[src/core/ldoc_defines.vh]
// constants for the regulator configuration register block
`ifndef LDOC_DEFINES_VH
`define LDOC_DEFINES_VH
`define LDOC_VOLTAGE_REG_ADDR 8'h38
`define LDOC_ENDIS_REG_ADDR 8'h39
`define LDOC_ADE_BIT 3
`define LDOC_ENSEL_MSB 2
`define LDOC_ENSEL_LSB 0
`define LDOC_ENDIS_STORED_MASK 8'h0F
`define LDOC_VCODE_MASK 8'h7F
`define LDOC_VMIN_UV 22'h149970
`define LDOC_VSTEP_UV 22'h0030D4
`define LDOC_VMAX_UV 22'h2CD29C
`define LDOC_ENSEL_ALWAYS_ON_A 3'h6
`define LDOC_ENSEL_ALWAYS_ON_B 3'h7
`endif

[src/core/ldoc_config_regs.v]
// regulator voltage and enable/discharge configuration registers
// What this block does
// - voltage code decodes linearly, 0 gives 1.3500V, all ones gives 2.9375V.
// - top codes map to top of range, 0x7F gives 2.9375V, no clamping.
// - enable/discharge register lives at offset 0x39 on the register port.
// - system reset clears bits 7..4 and reloads bits 3..0 from fuses.
// - bits 7..4 have no storage; host writes zero, ignores read values.
// - discharge bit zero keeps discharge path off while regulator disabled.
// - discharge bit one with regulator disabled turns on output pull-down.
// - enable-select codes 0..3 follow power sequencer slots 0..3.
// - codes 6 and 7 keep regulator on whenever on/off controller is on.
// - voltage code sits in bits 6..0 of register 0x38, 12.5mV steps.
`timescale 1ns/1ps
`default_nettype none
`include "ldoc_defines.vh"
module ldoc_config_regs (
   // clock and reset
   input wire CLOCK,
   input wire RESET_N,
   input wire SYSTEM_RESET_EVENT,
   // fuse defaults
   input wire [6:0] FUSE_VOLTAGE_CODE,
   input wire [3:0] FUSE_ENDIS,
   // register port
   input wire REG_WR_EN,
   input wire REG_RD_EN,
   input wire [7:0] REG_ADDR,
   input wire [7:0] REG_WDATA,
   output reg [7:0] REG_RDATA,
   // sequencer and on/off controller state
   input wire [3:0] POWER_SEQUENCER_SLOT,
   input wire ONOFF_IS_ON,
   // regulator controls
   output reg REGULATOR_ENABLE,
   output reg DISCHARGE_PULLDOWN_RESISTOR,
   output reg [6:0] REGULATOR_VOLTAGE_CODE,
   output reg [21:0] REGULATOR_TARGET_UV
);
   reg [6:0] vcode_ff;
   reg [3:0] endis_ff;
   reg [6:0] nxt_vcode;
   reg [3:0] nxt_endis;
   reg [7:0] nxt_rdata;
   reg nxt_enable;
   wire [2:0] ensel;
   wire [21:0] target_uv;
   wire wr_v;
   wire wr_e;

   assign wr_v = REG_WR_EN && (REG_ADDR == `LDOC_VOLTAGE_REG_ADDR);
   assign wr_e = REG_WR_EN && (REG_ADDR == `LDOC_ENDIS_REG_ADDR);
   assign ensel = endis_ff[`LDOC_ENSEL_MSB:`LDOC_ENSEL_LSB];

   always @* begin
      nxt_vcode = vcode_ff;
      nxt_endis = endis_ff;
      if (SYSTEM_RESET_EVENT) begin
         // fuse values are sampled here, never under the async reset
         nxt_vcode = FUSE_VOLTAGE_CODE;
         nxt_endis = FUSE_ENDIS;
      end else begin
         if (wr_v)
            nxt_vcode = REG_WDATA[6:0];
         if (wr_e)
            nxt_endis = REG_WDATA[3:0];
      end
   end

   always @* begin
      nxt_rdata = 8'h00;
      if (REG_RD_EN) begin
         case (REG_ADDR)
            `LDOC_VOLTAGE_REG_ADDR: nxt_rdata = {1'b0, vcode_ff};
            `LDOC_ENDIS_REG_ADDR: nxt_rdata = {4'h0, endis_ff};
            default: nxt_rdata = 8'h00;
         endcase
      end
   end

   always @* begin
      case (ensel)
         3'h0, 3'h1, 3'h2, 3'h3: nxt_enable = POWER_SEQUENCER_SLOT[ensel[1:0]];
         `LDOC_ENSEL_ALWAYS_ON_A, `LDOC_ENSEL_ALWAYS_ON_B: nxt_enable = ONOFF_IS_ON;
         default: nxt_enable = 1'b0;
      endcase
   end

   ldoc_voltage_decode u_decode (
      .code(vcode_ff),
      .target_uv(target_uv)
   );

   always @(posedge CLOCK or negedge RESET_N) begin
      if (!RESET_N) begin
         vcode_ff <= 7'h00;
         endis_ff <= 4'h0;
         REG_RDATA <= 8'h00;
         REGULATOR_ENABLE <= 1'b0;
         DISCHARGE_PULLDOWN_RESISTOR <= 1'b0;
         REGULATOR_VOLTAGE_CODE <= 7'h00;
         REGULATOR_TARGET_UV <= 22'h000000;
      end else begin
         vcode_ff <= nxt_vcode;
         endis_ff <= nxt_endis;
         if (REG_RD_EN)
            REG_RDATA <= nxt_rdata;
         REGULATOR_ENABLE <= nxt_enable;
         // pull-down only while off and enabled by the discharge bit
         DISCHARGE_PULLDOWN_RESISTOR <= !nxt_enable && endis_ff[`LDOC_ADE_BIT];
         REGULATOR_VOLTAGE_CODE <= vcode_ff;
         REGULATOR_TARGET_UV <= target_uv;
      end
   end
endmodule
`default_nettype wire

[src/core/ldoc_voltage_decode.v]
// linear decode of the 7-bit regulator voltage code into microvolts
`timescale 1ns/1ps
`default_nettype none
`include "ldoc_defines.vh"
module ldoc_voltage_decode (
   // code in
   input wire [6:0] code,
   // target out
   output wire [21:0] target_uv
);
   wire [21:0] base_uv;
   wire [21:0] step_uv;
   assign base_uv = `LDOC_VMIN_UV;
   assign step_uv = `LDOC_VSTEP_UV;
   // no clamp: 0x7F lands exactly on the top of range
   assign target_uv = base_uv + step_uv * {15'h0000, code};
endmodule
`default_nettype wire

[config.mk]
export PLATFORM = sky130hd
export DESIGN_NAME = ldoc_config_regs
export DESIGN_NICKNAME = d
export VERILOG_FILES = /design/src/core/ldoc_config_regs.v /design/src/core/ldoc_voltage_decode.v
export VERILOG_INCLUDE_DIRS = /design/src /design/src/core
export SDC_FILE = /design/constraint.sdc
export NUM_CORES = 1
export LEC_CHECK = 0
export BUFFER_PORTS_ARGS = -buffer_cell sky130_fd_sc_hd__buf_4
export CORE_ASPECT_RATIO = 1.1
export CORE_MARGIN = 2
export CORE_UTILIZATION = 55
export CTS_CLUSTER_SIZE = 10
export DETAILED_ROUTE_END_ITERATION = 12
export GPL_TIMING_DRIVEN = 0
export HOLD_SLACK_MARGIN = 0.08
export PLACE_DENSITY = 0.79
export SETUP_SLACK_MARGIN = 0.2
export SKIP_CTS_REPAIR_TIMING = 1
export SLEW_MARGIN = 0
export SYNTH_ARGS = -nofsm -noshare
export SYNTH_HDL_FRONTEND = slang
export SYNTH_HIERARCHICAL = 1
export SYNTH_SLANG_ARGS = --single-unit
[constraint.sdc]
create_clock -name CLOCK -period 5.4 [get_ports CLOCK]
set_clock_uncertainty 0.2 [all_clocks]
set_input_delay 0.27 -clock CLOCK [delete_from_list [all_inputs] [get_ports CLOCK]]
set_output_delay 0.27 -clock CLOCK [all_outputs]
set_load 0.01 [all_outputs]
[Word level (Yosys, flattened, before mapping)]
Index checks and enable logic that the tools add are counted.
Storage, ports and cells
  output and inout port bits: 39
  bits of input ports: 37
  register bits: 50
Cells by class
  magnitude comparators: 1
  reductions and logical operators: 9
  equality and inequality tests: 7
  mux-type cells: 8
  $add $sub $neg: 1
  multiply operators: 1
Operators by type and width (count)
  $add 21x22->22 const A: 1
  $mul 12x7->19 const A: 1
  $eq 8x6->1 const B: 2
  $mux 7: 2
  $pmux 7 s2: 1
  $mux 4: 2
  $eq 3x2->1 const B: 2
  $eq 3x3->1 const B: 2
  $reduce_bool 2->1: 2
  $reduce_or 4->1: 1
  $eq 3x1->1 const B: 1
  $logic_and 1x1->1: 3
  $logic_not 3->1: 1
  $lt 2x3->1 const B: 1
  $bmux 1 s2: 1
  $pmux 1 s2: 1
  $reduce_or 2->1: 1
  $logic_not 1->1: 1
  $mux 1: 1

[Depth between registers and ports, before layout]
  depth after elaboration: 5
  mapped depth: 17
  gate-level depth less buffers: 17

[Cells and area by module]
The synthesis kept the hierarchy.
By module, submodules not included
  ldoc_voltage_decode: times used 1, area each 1793.0 um^2, cells each 201
  ldoc_config_regs: times used 1, area each 1784.2 um^2, cells each 131

[Worst setup path before layout]
No wires, ideal clock.
  kind: reg2reg
  from: register vcode_ff[4]
  to: register REGULATOR_TARGET_UV[20]
  data required time: 5.075 ns
  buffers on the path: 0
  arrival: 3.899 ns
  setup time: 0.125 ns
  cell stages (with the launch flop): 15
  setup slack: 1.176 ns
  period minus slack after synthesis: 4.224 ns
  path through: dfrtp_1 ha_1 xor2_1 ha_1 fa_1 ha_1 ha_1 or3_4 o221a_4 or3_4 a221oi_2 o32ai_2 a31oi_1 nor2_1 xor2_1
Between the ends
  longest elaborated chain between the ends: 2
Ends and longest elaborated chain
  start, declared: line ldoc_config_regs.v:39  | reg [6:0] vcode_ff;
  start signal, assigned: line ldoc_config_regs.v:103  | vcode_ff <= nxt_vcode;
  $mul 12x7->19: line ldoc_voltage_decode.v:16  | assign target_uv = base_uv + step_uv * {15'h0000, code};
  $add 21x22->22: line ldoc_voltage_decode.v:16
  net target_uv[20]: line ldoc_config_regs.v:46  | wire [21:0] target_uv;
  end signal, assigned: line ldoc_config_regs.v:111  | REGULATOR_TARGET_UV <= target_uv;
  end, declared: line ldoc_config_regs.v:37  | output reg [21:0] REGULATOR_TARGET_UV
The timed path passes the listed nets, and every way through them passes these cells.
A chain may end at the register's enable or synchronous reset.

[Worst setup path in the final report]
  from: register vcode_ff[1]
  to: register REGULATOR_TARGET_UV[20]
Same word-level chain as after synthesis.

==> flow_metrics.py <==
metrics = {
    "run_status": {
        "outcome": "finished, final reports clean",
    },
    "yosys": {
        "yosysWarnings": 6,
        "synth_edf_count": 0,
        "syn_inst": 332,
        "post-synth-top-area-fraction_pct": 34.3,
        "synth_top_flop_cell": "dfrtp_1",
        "ys_ff_latch": 49,
        "ys_seq_area_share_pct": 34.3,
        "yosysMostFrequentCell": "ha_1",
        "yosysUniqueCellTypes": 66,
        "synth_top_cell_by_area": "dfrtp_1",
        "synth_area_leaders": "dfrtp_1, ha_1, inv_1",
        "async_flop_share_pct": 100,
        "syn_area_um2": 3580,
        "syn_area_per_cell_um2": 10.8,
        "synth_common_cells": "ha_1, dfrtp_1, inv_1",
    },
    "power": {
        "powerDensity_nw_per_um2": 528,
        "power_w": 0.00239,
        "p_leak_nw": 2.26,
        "ir_worst_vdd_uv": 383,
    },
    "die": {
        "chipWidth_um": 80.9,
        "rows": 30,
        "initial_core_util_pct": 57.4,
        "pin_count": 76,
        "core-area_um2": 6230,
        "fp.dieH_um": 88.6,
        "die-area_um2": 7170,
    },
    "placed_design": {
        "gp_congestion": 0.869,
        "io_buffers": 73,
        "dpl.hpwl_um": 5710,
    },
    "sta": {
        "relSlewSlack_pct": 57.7,
        "rsz0062_at_grt": "no",
        "hold_violations": 0,
        "setup_viol": 0,
        "final.min_clock_period_ns": 4.65,
        "worst_slew_pin_slew_ns": 0.635,
        "maxSlewViolCount": 0,
        "fin_crit_sh_pct": 86.2,
        "fmax_mhz": 215,
        "finalSetupTns_ns": 0,
    },
    "clock_tree": {
        "cts_htree_levels": 2,
        "clockRootBuffer": "clkbuf_8",
        "cts_buffers": 5,
        "cts_tree": "built",
        "insertion_delay_ns": 0.31,
        "cts.sinks": 49,
        "cts.clk_slew.worst_paths_ns": 0.10,
        "clock_path_buffers": 2,
    },
    "grt": {
        "overflow": 0,
        "grt_max_degree": 50,
        "grt_pass1_wl_um": 12400,
        "grt_pass1_vias": 2750,
        "groute.usage.overall_pct": 22.1,
        "antenna_found_initial": 0,
    },
    "final_layout": {
        "nets": 528,
        "diodes": 0,
        "syn_to_final_growth_pct": 26.7,
        "drive_gt1_share_pct": 26.6,
    },
    "worst_setup_path": {
        "r2r_cells": 13,
        "reg2reg_from": "vcode_ff[1]$_DFFE_PN0P_",
        "crit_top_cell": "ha_1",
        "r2r-end": "REGULATOR_TARGET_UV[20]$_DFF_PN0_",
        "cp.required_ns": 5.40,
        "cp_data_arrival_time_ns": 4.66,
        "worst_path_max_delay_cell": "fa_1",
        "cp-end-kind": "flop",
        "worst_setup_path_start_kind": "flop",
        "regToRegSetupSlack_ns": 0.75,
        "crit_type": "reg2reg",
        "max_stage_delay_ns": 0.50,
        "path_max_fanout": 6,
        "crit_chain": "ha_1, ha_1, fa_1, ha_1, ha_1, or3_4, o221a_4, or3_4, a221oi_2, o32ai_2, a31oi_1, nor2_1, xor2_1",
    },
    "route": {
        "drt_first_pass_iters": 4,
        "wl_per_cell_um": 15.5,
        "drt-total-wl_um": 7950,
        "viasPerCell": 5.64,
        "drcViolationCount": 0,
        "drt.antenna.violating_nets": 0,
        "vias": 2891,
        "drt-initial-drc-count": 109,
    },
    "min_path": {
        "hp-class": "in2reg",
        "min_to": "vcode_ff[0]$_DFFE_PN0P_",
        "hold_path_depth": 3,
        "hp-start": "FUSE_VOLTAGE_CODE[0]",
    },
    "flow_run": {
        "maxCapViolCount": 0,
    },
}
area by class of cell:
| class | instances | area (µm²) |
|---|---|---|
| Clock inverter | 3 | 43.8 |
| Sequential cell | 49 | 1230 |
| Timing Repair Buffer | 92 | 738 |
| Clock buffer | 5 | 68.8 |
| Multi-Input combinational cell | 233 | 2140 |
| Fill cell | 457 | 1700 |
| Inverter | 42 | 158 |
| Tap cell | 80 | 100 |
| Buffer | 9 | 55.1 |
worst max-delay path, delay by kind of cell, from the launching register on:
family,cells,cell delay (ns)
adders and majority gates,5,1.83
xor gates and xnor gates,1,0.14
DFF,1,0.49
AOI/OAI and AO/OA,4,1.07
and+or+nand+nor,3,0.82
where the power goes:
part / internal (W) / total, W / switching (W)
Combinational: 0.000734 / 0.00161 / 0.000871
Clock: 0.000139 / 0.000278 / 0.000139
Sequential: 0.000475 / 0.000509 / 0.0000343
Total: 0.00135 / 0.00239 / 0.00104
state kept, by name, indices dropped and copies added (netlist names):
| register | count |
|---|---|
| DISCHARGE_PULLDOWN_RESISTOR | 1 |
| REGULATOR_ENABLE | 1 |
| REGULATOR_TARGET_UV | 22 |
| REGULATOR_VOLTAGE_CODE | 7 |
| REG_RDATA | 7 |
| endis_ff | 4 |
| vcode_ff | 7 |
routing by layer:
metal | wire length (µm) | global-route usage [%]
met1 | 3400 | 28.1
met5 | 0 | 0
met4 | 136 | 8.17
met2 | 4070 | 38.4
met3 | 345 | 2.76
worst max-delay path by stage:
stage	startpoint	to	slack (ns)
5_1_grt	vcode_ff[1]$_DFFE_PN0P_	REGULATOR_TARGET_UV[20]$_DFF_PN0_	0.49
3_3_place_gp	vcode_ff[1]$_DFFE_PN0P_	REGULATOR_TARGET_UV[20]$_DFF_PN0_	0.87
2_1_floorplan	vcode_ff[4]$_DFFE_PN0P_	REGULATOR_TARGET_UV[20]$_DFF_PN0_	1.18
3_5_place_dp	vcode_ff[4]$_DFFE_PN0P_	REGULATOR_TARGET_UV[20]$_DFF_PN0_	0.83
6_report	vcode_ff[1]$_DFFE_PN0P_	REGULATOR_TARGET_UV[20]$_DFF_PN0_	0.75
4_1_cts	vcode_ff[4]$_DFFE_PN0P_	REGULATOR_TARGET_UV[20]$_DFF_PN0_	0.80
through the flow:
stage	cells	area (µm²)	hold WS (ns)	worst slack (ns)	utilization [%]
2_1_floorplan	333	3580	-0.226	1.18	-
3_3_place_gp	486	4230	0.117	0.875	67.9
3_5_place_dp	486	4230	0.132	0.827	67.9
4_1_cts	494	4340	-0.208	0.799	69.7
5_1_grt	513	4530	0.0829	0.495	72.7
6_report	513	4530	0.0501	0.746	72.7
logic make-up (layout without fill, tap and decap cells):
| kind of cell | count (synthesis) | count (layout) | synth area share (%) |
|---|---|---|---|
| other cells | 2 | 3 | 0.210 |
| xor+xnor | 27 | 27 | 6.82 |
| simple gates | 65 | 65 | 12.9 |
| mux | 1 | 1 | 0.630 |
| compound gates | 78 | 78 | 17.3 |
| fa+ha+maj | 59 | 59 | 21.9 |
| flops | 49 | 49 | 34.3 |
| buf+inv | 51 | 151 | 5.95 |
placed cells by master, fill, tap and decap left out, types with 5 or more instances in the layout:
cell,instances
xor2_1,18
buf_4,78
nand2_1,8
dfrtp_1,49
a221oi_1,7
inv_1,42
dlygate4sd3_1,19
nor2b_1,10
o21ai_0,6
a21oi_1,13
ha_1,53
clkbuf_8,5
fa_1,6
xnor2_1,8
Note: power is estimated with default switching activity, not from simulation.
